File: src/verilog/mcs_pkg.sv
`default_nettype none
package mcs_pkg;
	// Serial word addresses (write frame: bit 15 set, address, data byte)
	localparam logic [6:0] ADDR_NV_CNT   = 7'h00;
	localparam logic [6:0] ADDR_AUX_DAC  = 7'h30;
	localparam logic [6:0] ADDR_MISC     = 7'h34;
	localparam logic [6:0] ADDR_SMPL     = 7'h36;
	localparam logic [6:0] ADDR_DIAG     = 7'h3C;
	localparam logic [6:0] ADDR_GLOB     = 7'h3E;
	// Field positions
	localparam int MSC_DR_LINE  = 0;
	localparam int MSC_DR_POL   = 1;
	localparam int MSC_DR_EN    = 2;
	localparam int MSC_ALIGN    = 6;
	localparam int MSC_BIAS     = 7;
	localparam int MSC_STIM_POS = 8;
	localparam int MSC_STIM_NEG = 9;
	localparam int MSC_SELFTEST = 10;
	localparam int MSC_MEMTEST  = 11;
	localparam int GLOB_DAC_LAT = 2;
	localparam int DIAG_ST_ERR  = 5;
	localparam int DIAG_CKSUM   = 6;
	localparam int DIAG_GYRO    = 10;
	localparam int DIAG_X_ACC   = 13;
	localparam int SMPL_TB_SEL  = 7;
	// Masks and reset values
	localparam logic [15:0] MSC_MASK  = 16'h0FC7;
	localparam logic [15:0] DAC_MASK  = 16'h0FFF;
	localparam logic [15:0] MSC_RESET = 16'h0006;
	localparam logic [7:0]  SMPL_RESET = 8'h01;
	// Timing, in ns, and derived counts at the system clock
	localparam int CLK_NS     = 4;
	localparam int TB0_NS     = 610350;
	localparam int TB1_NS     = 18921000;
	localparam int DR_MIN_NS  = 100000;
	localparam int DR_MAX_NS  = 200000;
	localparam int ST_NS      = 35000000;
	localparam int MEM_NS     = 20000000;
	localparam int TB0_CYC    = TB0_NS / CLK_NS;
	localparam int TB1_CYC    = TB1_NS / CLK_NS;
	localparam int DR_CYC     = (DR_MIN_NS + CLK_NS - 1) / CLK_NS;
	localparam int DR_MAX_CYC = DR_MAX_NS / CLK_NS;
	localparam int ST_CYC     = ST_NS / CLK_NS;
	localparam int MEM_CYC    = MEM_NS / CLK_NS;
	// Link pins as one group
	typedef struct packed {
		logic cs_n;
		logic sclk;
		logic din;
	} mcs_spi_t;
	// Per-sensor self-test verdicts from the measurement path
	typedef struct packed {
		logic z_fail;
		logic y_fail;
		logic x_fail;
		logic gyro_fail;
		logic any_fail;
	} mcs_st_res_t;
	typedef enum logic [1:0] {
		T_IDLE = 2'b00,
		T_SELF = 2'b01,
		T_MEM  = 2'b11
	} mcs_test_t;
endpackage
`default_nettype wire

File: src/verilog/mcs_misc_ctrl.sv
`timescale 1ns/100ps
`default_nettype none
module mcs_misc_ctrl
	import mcs_pkg::*;
#(
	parameter int TB0_CYCLES = TB0_CYC,
	parameter int TB1_CYCLES = TB1_CYC,
	parameter int DR_CYCLES  = DR_CYC,
	parameter int ST_CYCLES  = ST_CYC,
	parameter int MEM_CYCLES = MEM_CYC
)
(
	input  wire logic        clk_in,
	input  wire logic        rst_in,
	input  wire mcs_spi_t    spi_in,
	input  wire logic        ext_clk_in,
	input  wire mcs_st_res_t st_result_in,
	input  wire logic        mem_fail_in,
	input  wire logic        flash_write_in,
	output var  logic        spi_dout_out,
	output var  logic        digital_line_1_out,
	output var  logic        digital_line_1_oe_out,
	output var  logic        digital_line_2_out,
	output var  logic        digital_line_2_oe_out,
	output var  logic        sample_tick_out,
	output var  logic        stim_pos_out,
	output var  logic        stim_neg_out,
	output var  logic        bias_comp_en_out,
	output var  logic        align_en_out,
	output var  logic [11:0] dac_code_out
);
	logic [3:0]  sync1_r;
	logic [3:0]  sync2_r;
	logic [3:0]  prev_r;
	logic        cs_fall;
	logic        sclk_rise;
	logic        sclk_fall;
	logic        ext_rise;
	logic [3:0]  bit_cnt_r;
	logic        seen_r;
	logic [15:0] rx_r;
	logic [15:0] tx_r;
	logic [15:0] rd_word_r;
	logic [15:0] word;
	logic        frame_done;
	logic        wr_en;
	logic        rd_en;
	logic [6:0]  addr;
	logic [15:0] rd_mux;
	logic [15:0] misc_r;
	logic [15:0] misc_nxt;
	logic [11:0] aux_r;
	logic [7:0]  smpl_r;
	logic [15:0] nv_cnt_r;
	logic [15:0] diag_r;
	logic [15:0] diag_set;
	mcs_st_res_t st_res_r;
	logic        mem_fail_r;
	mcs_test_t   state_r;
	logic [23:0] test_cnt_r;
	logic        self_done;
	logic        mem_done;
	logic        ext_mode;
	logic [22:0] tb_cnt_r;
	logic [6:0]  ns_cnt_r;
	logic        tick_int;
	logic [15:0] dr_cnt_r;
	logic        dr_active_r;
	logic        dr_level;

	// Pin synchronisers: {ext clock, select, serial clock, serial data}
	always_ff @(posedge clk_in or posedge rst_in)
	begin
		if (rst_in)
		begin
			sync1_r <= 4'h6;
			sync2_r <= 4'h6;
			prev_r  <= 4'h6;
		end
		else
		begin
			sync1_r <= {ext_clk_in, spi_in.cs_n, spi_in.sclk, spi_in.din};
			sync2_r <= sync1_r;
			prev_r  <= sync2_r;
		end
	end

	assign cs_fall   = prev_r[2] & ~sync2_r[2];
	assign sclk_rise = ~prev_r[1] & sync2_r[1] & ~sync2_r[2];
	assign sclk_fall = prev_r[1] & ~sync2_r[1] & ~sync2_r[2];
	assign ext_rise  = ~prev_r[3] & sync2_r[3];

	// Serial link, 16-bit frames, data in on rising and out on falling
	assign word       = {rx_r[14:0], sync2_r[0]};
	assign frame_done = sclk_rise & (bit_cnt_r == 4'hF);
	assign wr_en      = frame_done & word[15];
	assign rd_en      = frame_done & ~word[15];
	assign addr       = word[14:8];

	always_ff @(posedge clk_in or posedge rst_in)
	begin
		if (rst_in)
		begin
			bit_cnt_r    <= 4'h0;
			seen_r       <= 1'b0;
			rx_r         <= 16'h0000;
			tx_r         <= 16'h0000;
			spi_dout_out <= 1'b0;
		end
		else if (cs_fall)
		begin
			bit_cnt_r    <= 4'h0;
			seen_r       <= 1'b0;
			spi_dout_out <= rd_word_r[15];
			tx_r         <= {rd_word_r[14:0], 1'b0};
		end
		else if (sclk_rise)
		begin
			bit_cnt_r <= bit_cnt_r + 4'h1;
			seen_r    <= 1'b1;
			rx_r      <= word;
		end
		else if (sclk_fall && seen_r)
		begin
			spi_dout_out <= tx_r[15];
			tx_r         <= {tx_r[14:0], 1'b0};
		end
	end

	always_comb
	begin
		unique case ({addr[6:1], 1'b0})
			ADDR_NV_CNT:  rd_mux = nv_cnt_r;
			ADDR_AUX_DAC: rd_mux = {4'h0, aux_r};
			ADDR_MISC:    rd_mux = misc_r & MSC_MASK;
			ADDR_SMPL:    rd_mux = {8'h00, smpl_r};
			ADDR_DIAG:    rd_mux = diag_r;
			default:      rd_mux = 16'h0000;
		endcase
	end

	// Read answer goes out in the next frame
	always_ff @(posedge clk_in or posedge rst_in)
	begin
		if (rst_in)
			rd_word_r <= 16'h0000;
		else if (rd_en)
			rd_word_r <= rd_mux;
	end

	// Control register with self-clearing test bits
	always_comb
	begin
		misc_nxt = misc_r;
		if (self_done)
			misc_nxt[MSC_SELFTEST] = 1'b0;
		if (mem_done)
			misc_nxt[MSC_MEMTEST] = 1'b0;
		if (wr_en && addr == ADDR_MISC)
			misc_nxt[7:0] = word[7:0];
		if (wr_en && addr == (ADDR_MISC | 7'h01))
			misc_nxt[15:8] = word[7:0];
		misc_nxt = misc_nxt & MSC_MASK;
	end

	always_ff @(posedge clk_in or posedge rst_in)
	begin
		if (rst_in)
			misc_r <= MSC_RESET;
		else
			misc_r <= misc_nxt;
	end

	assign stim_neg_out     = misc_r[MSC_STIM_NEG];
	assign stim_pos_out     = misc_r[MSC_STIM_POS];
	assign bias_comp_en_out = misc_r[MSC_BIAS];
	assign align_en_out     = misc_r[MSC_ALIGN];

	// Analog level register and latch command
	always_ff @(posedge clk_in or posedge rst_in)
	begin
		if (rst_in)
		begin
			aux_r        <= 12'h000;
			dac_code_out <= 12'h000;
		end
		else
		begin
			if (wr_en && addr == ADDR_AUX_DAC)
				aux_r[7:0] <= word[7:0];
			if (wr_en && addr == (ADDR_AUX_DAC | 7'h01))
				aux_r[11:8] <= word[3:0];
			if (wr_en && addr == ADDR_GLOB && word[GLOB_DAC_LAT])
				dac_code_out <= aux_r;
		end
	end

	always_ff @(posedge clk_in or posedge rst_in)
	begin
		if (rst_in)
			smpl_r <= SMPL_RESET;
		else if (wr_en && addr == ADDR_SMPL)
			smpl_r <= word[7:0];
	end

	always_ff @(posedge clk_in or posedge rst_in)
	begin
		if (rst_in)
			nv_cnt_r <= 16'h0000;
		else if (flash_write_in)
			nv_cnt_r <= nv_cnt_r + 16'h0001;
	end

	// Test sequencer: self-test has priority over memory test
	assign self_done = (state_r == T_SELF) && (test_cnt_r == 24'h0);
	assign mem_done  = (state_r == T_MEM) && (test_cnt_r == 24'h0);

	always_ff @(posedge clk_in or posedge rst_in)
	begin
		if (rst_in)
		begin
			state_r    <= T_IDLE;
			test_cnt_r <= 24'h0;
		end
		else
		begin
			unique case (state_r)
				T_IDLE:
				begin
					if (misc_r[MSC_SELFTEST])
					begin
						state_r    <= T_SELF;
						test_cnt_r <= 24'(ST_CYCLES - 1);
					end
					else if (misc_r[MSC_MEMTEST])
					begin
						state_r    <= T_MEM;
						test_cnt_r <= 24'(MEM_CYCLES - 1);
					end
				end
				T_SELF, T_MEM:
				begin
					if (test_cnt_r == 24'h0)
						state_r <= T_IDLE;
					else
						test_cnt_r <= test_cnt_r - 24'h1;
				end
				default:
					state_r <= T_IDLE;
			endcase
		end
	end

	// Verdict latches keep a failure alive across flag reads
	always_ff @(posedge clk_in or posedge rst_in)
	begin
		if (rst_in)
		begin
			st_res_r   <= '0;
			mem_fail_r <= 1'b0;
		end
		else
		begin
			if (self_done)
				st_res_r <= st_result_in;
			if (mem_done)
				mem_fail_r <= mem_fail_in;
		end
	end

	always_comb
	begin
		diag_set = 16'h0000;
		if (self_done)
		begin
			diag_set[DIAG_ST_ERR]         = st_result_in.any_fail;
			diag_set[DIAG_GYRO]           = st_result_in.gyro_fail;
			diag_set[DIAG_X_ACC+2:DIAG_X_ACC] = {st_result_in.z_fail,
				st_result_in.y_fail, st_result_in.x_fail};
		end
		if (mem_done)
			diag_set[DIAG_CKSUM] = mem_fail_in;
		if (sample_tick_out)
		begin
			diag_set[DIAG_ST_ERR] |= st_res_r.any_fail;
			diag_set[DIAG_GYRO]   |= st_res_r.gyro_fail;
			diag_set[DIAG_CKSUM]  |= mem_fail_r;
			diag_set[DIAG_X_ACC+2:DIAG_X_ACC] |= {st_res_r.z_fail,
				st_res_r.y_fail, st_res_r.x_fail};
		end
	end

	// A read clears the flags, but a same-cycle set still lands
	always_ff @(posedge clk_in or posedge rst_in)
	begin
		if (rst_in)
			diag_r <= 16'h0000;
		else if (rd_en && {addr[6:1], 1'b0} == ADDR_DIAG)
			diag_r <= diag_set;
		else
			diag_r <= diag_r | diag_set;
	end

	// Sample timing: internal time base or external clock edges
	assign ext_mode = (smpl_r == 8'h00);
	assign tick_int = (tb_cnt_r == 23'h0) && (ns_cnt_r == 7'h0);

	always_ff @(posedge clk_in or posedge rst_in)
	begin
		if (rst_in)
		begin
			tb_cnt_r <= 23'h0;
			ns_cnt_r <= 7'h0;
		end
		else if (ext_mode)
		begin
			tb_cnt_r <= 23'h0;
			ns_cnt_r <= 7'h0;
		end
		else if (tb_cnt_r != 23'h0)
			tb_cnt_r <= tb_cnt_r - 23'h1;
		else
		begin
			tb_cnt_r <= smpl_r[SMPL_TB_SEL] ? 23'(TB1_CYCLES - 1)
				: 23'(TB0_CYCLES - 1);
			ns_cnt_r <= (ns_cnt_r == 7'h0) ? smpl_r[6:0]
				: ns_cnt_r - 7'h1;
		end
	end

	always_ff @(posedge clk_in or posedge rst_in)
	begin
		if (rst_in)
			sample_tick_out <= 1'b0;
		else
			sample_tick_out <= ext_mode ? ext_rise : tick_int;
	end

	// Data-ready pulse follows the posted sample by one cycle
	always_ff @(posedge clk_in or posedge rst_in)
	begin
		if (rst_in)
		begin
			dr_active_r <= 1'b0;
			dr_cnt_r    <= 16'h0;
		end
		else if (sample_tick_out)
		begin
			dr_active_r <= 1'b1;
			dr_cnt_r    <= 16'h0;
		end
		else if (dr_active_r)
		begin
			dr_cnt_r <= dr_cnt_r + 16'h1;
			if (dr_cnt_r == 16'(DR_CYCLES - 1))
				dr_active_r <= 1'b0;
		end
	end

	assign dr_level = dr_active_r ^ ~misc_r[MSC_DR_POL];

	always_ff @(posedge clk_in or posedge rst_in)
	begin
		if (rst_in)
		begin
			digital_line_1_out    <= 1'b0;
			digital_line_1_oe_out <= 1'b0;
			digital_line_2_out    <= 1'b0;
			digital_line_2_oe_out <= 1'b0;
		end
		else
		begin
			digital_line_1_out    <= dr_level;
			digital_line_2_out    <= dr_level;
			digital_line_1_oe_out <= misc_r[MSC_DR_EN] & ~misc_r[MSC_DR_LINE];
			digital_line_2_oe_out <= misc_r[MSC_DR_EN] & misc_r[MSC_DR_LINE];
		end
	end

	a_ext_sample: assert property (@(posedge clk_in) disable iff (rst_in)
		ext_mode && ext_rise |=> sample_tick_out)
		else $error("external edge did not give a sample");
	a_dr_start: assert property (@(posedge clk_in) disable iff (rst_in)
		sample_tick_out |=> dr_active_r && dr_cnt_r == 16'h0)
		else $error("data-ready did not start after sample");
	a_dr_width: assert property (@(posedge clk_in) disable iff (rst_in)
		$fell(dr_active_r) |-> $past(dr_cnt_r) == 16'(DR_CYCLES - 1)
			&& DR_CYCLES <= DR_MAX_CYC)
		else $error("data-ready pulse width wrong");
	a_dr_route: assert property (@(posedge clk_in) disable iff (rst_in)
		##1 digital_line_2_oe_out == ($past(misc_r[MSC_DR_EN])
			&& $past(misc_r[MSC_DR_LINE])) && !(digital_line_1_oe_out && digital_line_2_oe_out))
		else $error("data-ready routed to wrong line");
	a_self_clear: assert property (@(posedge clk_in) disable iff (rst_in)
		self_done && !wr_en |=> !misc_r[MSC_SELFTEST] && state_r == T_IDLE)
		else $error("self-test bit not cleared at end");
	a_mem_clear: assert property (@(posedge clk_in) disable iff (rst_in)
		mem_done && !wr_en |=> !misc_r[MSC_MEMTEST])
		else $error("memory test bit not cleared at end");
	a_st_flags: assert property (@(posedge clk_in) disable iff (rst_in)
		self_done |=> diag_r[DIAG_GYRO] == $past(st_result_in.gyro_fail)
			|| $past(diag_r[DIAG_GYRO]))
		else $error("self-test verdict not posted");
	a_dac_latch: assert property (@(posedge clk_in) disable iff (rst_in)
		wr_en && addr == ADDR_GLOB && word[GLOB_DAC_LAT]
			|=> dac_code_out == $past(aux_r))
		else $error("latch did not move the level code");
	a_nv_count: assert property (@(posedge clk_in) disable iff (rst_in)
		flash_write_in |=> nv_cnt_r == $past(nv_cnt_r) + 16'h0001)
		else $error("write counter did not advance");
	a_diag_clear: assert property (@(posedge clk_in) disable iff (rst_in)
		rd_en && {addr[6:1], 1'b0} == ADDR_DIAG && diag_set == 16'h0
			|=> diag_r == 16'h0)
		else $error("flag read did not clear flags");
	a_unused_zero: assert property (@(posedge clk_in) disable iff (rst_in)
		misc_r[15:12] == 4'h0 && misc_r[5:3] == 3'h0)
		else $error("unused control bits not zero");
endmodule
`default_nettype wire

File: config.mk
export PLATFORM = sky130hd
export DESIGN_NAME = mcs_misc_ctrl
export DESIGN_NICKNAME = d
export VERILOG_FILES = /design/src/verilog/mcs_pkg.sv /design/src/verilog/mcs_misc_ctrl.sv
export SDC_FILE = /design/constraint.sdc
export NUM_CORES = 1
export LEC_CHECK = 0
export BUFFER_PORTS_ARGS = -buffer_cell sky130_fd_sc_hd__buf_2
export CAP_MARGIN = 25
export CORE_MARGIN = 2
export CORE_UTILIZATION = 55
export DETAILED_ROUTE_END_ITERATION = 10
export PLACE_DENSITY = 0.83
export SLEW_MARGIN = 5
export SYNTH_ARGS = -nofsm -noshare
export SYNTH_HDL_FRONTEND = slang
export SYNTH_SLANG_ARGS = --single-unit
export TNS_END_PERCENT = 20
File: constraint.sdc
create_clock -name clk_in -period 18.15 [get_ports clk_in]
set_clock_uncertainty 0.15 [all_clocks]
set_input_delay 1.815 -clock clk_in [delete_from_list [all_inputs] [get_ports clk_in]]
set_output_delay 1.815 -clock clk_in [all_outputs]
set_load 0.005 [all_outputs]
==> results.txt, run 1 <==
Area delta synth->final -> 12.30%
PortBufs -> 34
Hold depth -> 0
Crit path buffers/inverters -> 1
Total GRT Usage -> 0.2291
Int Power -> 0.7543 mW
Ports -> 35
Min Tclk post-route -> 3.656 ns
CP max-delay cell -> dfrtp_1
Core Area -> 0.01664 mm2
DR vias -> 6832
Routed WL -> 20.41 mm
Syn_nets -> 879
Leakage -> 4.993 nW
Largest cells by area after synthesis -> dfrtp_1, mux2_2, xnor2_1
Slew Limit Fails -> 0
CTS H-tree depth -> 1
First-pass GRT wire length -> 33.82 mm
GP Congestion -> 0.8634
Post-CTS Setup Bufs -> 0
Post-DRT Antenna Nets -> 0
Worst path cell trace -> buf_2
Grt total ovfl -> 0
Syn Area/Cell -> 10.99 um2
Clock latency on the worst-skew pair -> 0.52 ns
Seq/Total Area, Yosys -> 0.5559
Asr flop ratio synth -> 1.000
Hold endpoint -> sync2_r[3]
Status -> completed
Data required, critical path -> 16.19 ns
CTS buffer count -> 22
Seq pwr share -> 0.511
R2R Setup Slk -> 15.22 ns
Distinct cells, synth -> 63
P_sw -> 0.2437 mW
Final nets -> 914
First-pass iteration count of the detailed router -> 5
Ys Warns -> 0
Worst VDD drop -> 77.36 uV
Drt via density -> 6.051
Worst slew pin tran -> 1.008 ns
PostCTS Resize Cnt -> 0
Post-synth top area cell -> dfrtp_1
Die height -> 134.9 um
EDFF count, synth -> 0
Maxcap violations -> 0
Initial antenna violation count -> 0
Switching Fraction -> 0.2442
CP endpoint kind -> primary output
Reg2reg start -> tb_cnt_r[6]
Critical Path Fanout Max -> 25
Final hold viol count -> 0
Layout cells sized above 1 -> 0.1848
#FFs+latches synth -> 209
Post-DP HPWL -> 12.97 mm
Clock Power Share -> 0.439
Worst hold path startpoint -> sync1_r[3]
Crit path DAT -> 1.69 ns
Clock Root Buffer -> clkbuf_16
Fin crit share -> 0.2015
Combinational power share -> 0.050
# hold bufs at CTS -> 0
Clock Path Buffers -> 3
Post-Syn Instances -> 858
Site Rows -> 47
CP max stage delay -> 0.92 ns
Die area -> 0.01821 mm2
Delay-heaviest family, CP -> flip-flops
Pwr/cell area -> 94.25 mW/mm2
Post-synth top area share -> 0.5308
Fillers -> 1243
CP Launch Type -> flip-flop
Largest net degree at the start of global routing -> 136
Die Span X -> 134.9 um
CTS tree -> built
Setup-failing EPs final -> 0
Clock net sink count -> 209
Overall power -> 0.9980 mW
Avg WL per Cell -> 18.08 um
R2r endpoint -> tb_cnt_r[22]
N_diodes -> 0
Min-Delay Path Class -> flip-flop to flip-flop
Initial cell density of the core -> 0.5666
Vias in the first global route -> 6744
FMAX -> 0.2735 GHz
Synth Flop Type -> dfrtp_1
Final TNS setup -> 0 ns
DRT iter0 DRCs -> 677
Max transition margin -> 0.3264
R2R depth -> 5
Residual DRC -> 0
Post-Syn Area -> 0.009429 mm2
RSZ-0062 raised after global routing -> false
Setup CP Type -> flip-flop to primary output
Clk slew on worst S/H paths -> 0.06 ns
worst reg2reg max path, cell delays in order, from the launching register on:
cell,delay (ns)
dfrtp_1,0.42
nor4_2,0.39
nand4_1,0.42
or3_4,0.65
a21oi_1,0.65
a311oi_1,0.11
metrics by stage:
| step | instances | hold slack, ns | util | setup WS, ns | area [um2] |
|---|---|---|---|---|---|
| 6_report | 1129 | 0.1739 | 0.6363 | 14.49 | 10590 |
| 5_1_grt | 1129 | 0.1926 | 0.6363 | 14.41 | 10590 |
| 4_1_cts | 1126 | 0.1896 | 0.6333 | 14.48 | 10540 |
| 3_5_place_dp | 1086 | 0.1935 | 0.5904 | 14.40 | 9826 |
| 3_3_place_gp | 1086 | 0.1828 | 0.5904 | 14.41 | 9826 |
| 2_1_floorplan | 858 | 0.1812 | - | 10.49 | 9429 |
worst max-delay path by stage:
stage / from / endpoint / slack, ns / cells past startpoint
6_report: sample_tick_out / sample_tick_out / 14.49 / 1
5_1_grt: sample_tick_out / sample_tick_out / 14.41 / 1
4_1_cts: sample_tick_out / sample_tick_out / 14.48 / 1
3_5_place_dp: rst_in / nv_cnt_r[1] / 14.40 / 3
3_3_place_gp: rst_in / nv_cnt_r[4] / 14.41 / 3
2_1_floorplan: rst_in / aux_r[0] / 10.49 / 1
final cells by class:
cell class                      count  area, um2  area share
Multi-Input combinational cell    590       3981      0.3760
Timing Repair Buffer               44      271.5     0.02564
Sequential cell                   209       5241      0.4950
Tap cell                          220      275.3     0.02600
Clock buffer                       24      578.1     0.05459
Clock inverter                     16      136.4     0.01288
Inverter                           26      105.1    0.009926
cells by family (layout without fill, tap and decap cells):
kind of cell	after synthesis	in the layout	share of synthesized area
mux	78	78	0.08997
compound gates	155	155	0.1056
xor+xnor	55	55	0.05109
simple gates	293	293	0.1608
flops	209	209	0.5559
fa+ha+maj	9	9	0.01168
buf+inv	59	110	0.02495
registers in the layout, indices dropped and copies added (netlist names), 2 cells and up:
name,cells
state_r,2
dr_cnt_r,16
diag_r,6
sync1_r,4
aux_r,12
bit_cnt_r,4
rx_r,15
test_cnt_r,24
sync2_r,4
prev_r,3
misc_r,9
st_res_r,5
rd_word_r,16
tx_r,15
tb_cnt_r,23
smpl_r,8
dac_code_out,12
ns_cnt_r,7
nv_cnt_r,16
cells in the final DEF, fill, tap and decap left out, types with 8 or more instances in the layout:
| cell type | count |
|---|---|
| mux2i_1 | 24 |
| and3_1 | 9 |
| clkinv_2 | 8 |
| ha_1 | 8 |
| or4_1 | 10 |
| o31ai_1 | 10 |
| or3_1 | 14 |
| buf_2 | 34 |
| a222oi_1 | 10 |
| a31oi_1 | 9 |
| nor2_1 | 71 |
| mux2_2 | 54 |
| xor2_1 | 20 |
| o21ai_0 | 42 |
| nand2b_1 | 8 |
| nand4_1 | 8 |
| xnor2_1 | 35 |
| nand2_1 | 68 |
| a22oi_1 | 9 |
| dfstp_2 | 9 |
| nand3_1 | 26 |
| a211oi_1 | 10 |
| nor4_1 | 15 |
| nor3_1 | 25 |
| a21oi_1 | 32 |
| dfrtp_1 | 200 |
| inv_1 | 25 |
| clkbuf_16 | 22 |
per-layer routing:
layer  track usage  wire length (um)  up-vias  share of wire
met5             0                 0        -              0
met4       0.07176               566        0          0.028
met3       0.03679              1077       49          0.053
met2        0.3728              9831      201           0.48
met1        0.3191              8935     3407           0.44
li1              -                 -     3175              -
cell usage after synthesis, types with 14 or more instances:
cell type	number
nor2_1	71
o21ai_0	42
mux2i_1	24
clkbuf_1	29
dfrtp_1	200
nand3_1	26
nor3_1	25
a21oi_1	32
xnor2_1	35
nor4_1	16
mux2_2	54
or3_1	14
nand2_1	68
xor2_1	20
inv_1	26
power by group through the flow:
stage | registers [mW] | clock network, mW | logic [mW]
after floorplan | 0.506 | 0 | 0.0381
after global placement | 0.516 | 0 | 0.0461
after detailed placement | 0.517 | 0 | 0.0485
after CTS | 0.509 | 0.445 | 0.0494
after global routing | 0.512 | 0.466 | 0.0557
final | 0.510 | 0.438 | 0.0494
Note: power is estimated with default switching activity, not from simulation.
==> run 2, diff against run 1 <==
==> constraint.sdc (replaced) <==
create_clock -name clk_in -period 3.6 [get_ports clk_in]
set_clock_uncertainty 0.15 [all_clocks]
set_input_delay 0.36 -clock clk_in [delete_from_list [all_inputs] [get_ports clk_in]]
set_output_delay 0.36 -clock clk_in [all_outputs]
set_load 0.005 [all_outputs]
==> results.txt, run 2 (synthesized netlist as in run 1, its figures left out) <==
Commonest non-fill, non-tap cell in the layout -> dfrtp_1
CP max stage delay -> 0.63 ns (-0.29 ns)
Setup CP Type -> flip-flop to flip-flop
Clock Power Share -> 0.452 (+0.013)
Reg2reg start -> tb_cnt_r[6]
Core Area -> 0.01664 mm2 (unchanged)
CP Launch Type -> flip-flop
Critical Path Fanout Max -> 21 (-16%)
Hold endpoint -> mem_fail_r
Commonest non-fill, non-tap cells in the layout -> dfrtp_1, nor2_1, nand2_1
Final hold viol count -> 0 (unchanged)
CP endpoint kind -> flip-flop
Worst slew pin tran -> 0.7664 ns (-0.2419 ns)
Largest net degree at the start of global routing -> 86 (-37%)
Util after Layout -> 0.6484 (+0.01218)
Clock Path Buffers -> 3 (unchanged)
Die area -> 0.01821 mm2 (unchanged)
PortBufs -> 34 (unchanged)
Biggest regs -> test_cnt_r (24), tb_cnt_r (23)
Seq pwr share -> 0.496 (-0.015)
Clock Root Buffer -> clkbuf_16
CTS H-tree depth -> 1 (unchanged)
Combinational power share -> 0.052 (+0.002)
PostCTS Resize Cnt -> 0 (unchanged)
Clk slew on worst S/H paths -> 0.06 ns (about the same)
GP Congestion -> 0.8539 (-1.1%)
WHS -> 0.1340 ns (-0.03998 ns)
Status -> completed
Area delta synth->final -> 14.45%
Post-CTS Setup Bufs -> 0 (unchanged)
Total GRT Usage -> 0.2299 (+0.0008209)
Max reg flops -> 24 (unchanged)
Setup ws final -> 0.7488 ns (-13.74 ns)
Initial antenna violation count -> 0 (unchanged)
Max transition margin -> 0.4891 (+0.1627)
# hold bufs at CTS -> 11 (+11)
Pre-CTS setup slack -> 0.8080 ns (-13.59 ns)
Reg with most FFs -> test_cnt_r
Site Rows -> 47 (unchanged)
Hold depth -> 4 (+4)
R2R Setup Slk -> 0.75 ns (-14.47 ns)
Vias in the first global route -> 6890 (+2.2%)
Routed WL -> 20.25 mm (-0.79%)
Cell Count, Final, Fillers Out -> 1146 (+1.5%)
Clock net sink count -> 209 (unchanged)
Min-Delay Path Class -> primary input to flip-flop
Layout cells sized above 1 -> 0.1825 (-0.002313)
Post-Place Cell Area -> 0.009907 mm2 (+0.83%)
Min Tclk post-route -> 2.851 ns
Ports -> 35 (unchanged)
CTS tree -> built
Final nets -> 932 (+2.0%)
First-pass GRT wire length -> 34.18 mm (+1.1%)
Switching Fraction -> 0.2283 (-0.01591)
Clock latency on the worst-skew pair -> 0.50 ns (-0.02 ns)
P_sw -> 1.180 mW (+380%)
CP max-delay cell -> or3_4
DR vias -> 6869 (+0.54%)
Worst path cell trace -> nor4_2 -> nand4_1 -> or3_4 -> a21oi_1 -> a311oi_1
Leakage -> 5.085 nW (+1.8%)
Fin crit share -> 0.7920
Worst VDD drop -> 359.1 uV (+360%)
Fin area -> 0.01079 mm2 (+1.9%)
Die height -> 134.9 um (unchanged)
Int Power -> 3.988 mW (+430%)
Pwr/cell area -> 478.9 mW/mm2 (+410%)
Maxcap violations -> 0 (unchanged)
Post-DP HPWL -> 13.26 mm (+2.2%)
Avg WL per Cell -> 17.67 um (-2.3%)
Initial cell density of the core -> 0.5666 (unchanged)
Overall power -> 5.168 mW (+420%)
Crit path DAT -> 3.05 ns (+1.36 ns)
R2r endpoint -> tb_cnt_r[22]
Grt total ovfl -> 0 (unchanged)
Data required, critical path -> 3.80 ns (-12.39 ns)
First-pass iteration count of the detailed router -> 5 (unchanged)
Slew Limit Fails -> 0 (unchanged)
DRT iter0 DRCs -> 571 (-16%)
Drt via density -> 5.994 (-0.95%)
R2R depth -> 5 (unchanged)
Post-DRT Antenna Nets -> 0 (unchanged)
N_diodes -> 0 (unchanged)
CTS buffer count -> 23 (+4.5%)
Setup-failing EPs final -> 0 (unchanged)
RSZ-0062 raised after global routing -> false
FMAX -> 0.3507 GHz
Cells after DPL -> 1094 (+0.74%)
Die Span X -> 134.9 um (unchanged)
Final TNS setup -> 0 ns (unchanged)
Worst hold path startpoint -> mem_fail_in
Residual DRC -> 0 (unchanged)
## run 2: cell count changes in the layout (fill, tap and decap cells not counted), sizes merged
cell,change
clkinvlp,-1
dlygate4sd3,+11
inv,-1
buf,+7
clkbuf,+8
bufinv,+1
clkinv,-8
## run 2: how the worst max path moves through the flow
stage	endpoint	slack [ns]	from
2_1_floorplan	aux_r[0]	0.38	rst_in
3_3_place_gp	tb_cnt_r[22]	0.92	tb_cnt_r[17]
3_5_place_dp	tb_cnt_r[22]	0.81	tb_cnt_r[6]
4_1_cts	tb_cnt_r[22]	0.78	tb_cnt_r[6]
5_1_grt	tb_cnt_r[22]	0.53	tb_cnt_r[9]
6_report	tb_cnt_r[22]	0.75	tb_cnt_r[6]
## run 2: cell type report
class / count / area, um2
Multi-Input combinational cell: 590 / 3981
Clock buffer: 33 / 663.1
Clock inverter: 7 / 96.34
Timing Repair Buffer: 61 / 432.9
Sequential cell: 209 / 5241
Tap cell: 220 / 275.3
Inverter: 26 / 101.3
Fill cell: 1216 / 5851
## run 2: critical path: cells and delay by family (launching register included)
family	cells	cell delay, ns
compound gates	2	0.69
flops	1	0.41
simple gates	3	1.45
## run 2: metal layers
layer,track usage,vias to the layer above,share of wire
met5,0,-,0
met4,0.05266,0,0.016
met3,0.04017,30,0.049
met2,0.3858,179,0.50
met1,0.3162,3473,0.44
li1,-,3187,-
## run 2: power groups by stage
stage | clock, mW | sequential (mW) | combinational (mW)
3_3_place_gp | 0 | 2.59 | 0.246
5_1_grt | 2.47 | 2.57 | 0.302
2_1_floorplan | 0 | 2.55 | 0.192
3_5_place_dp | 0 | 2.60 | 0.260
6_report | 2.34 | 2.56 | 0.270
4_1_cts | 2.37 | 2.56 | 0.270
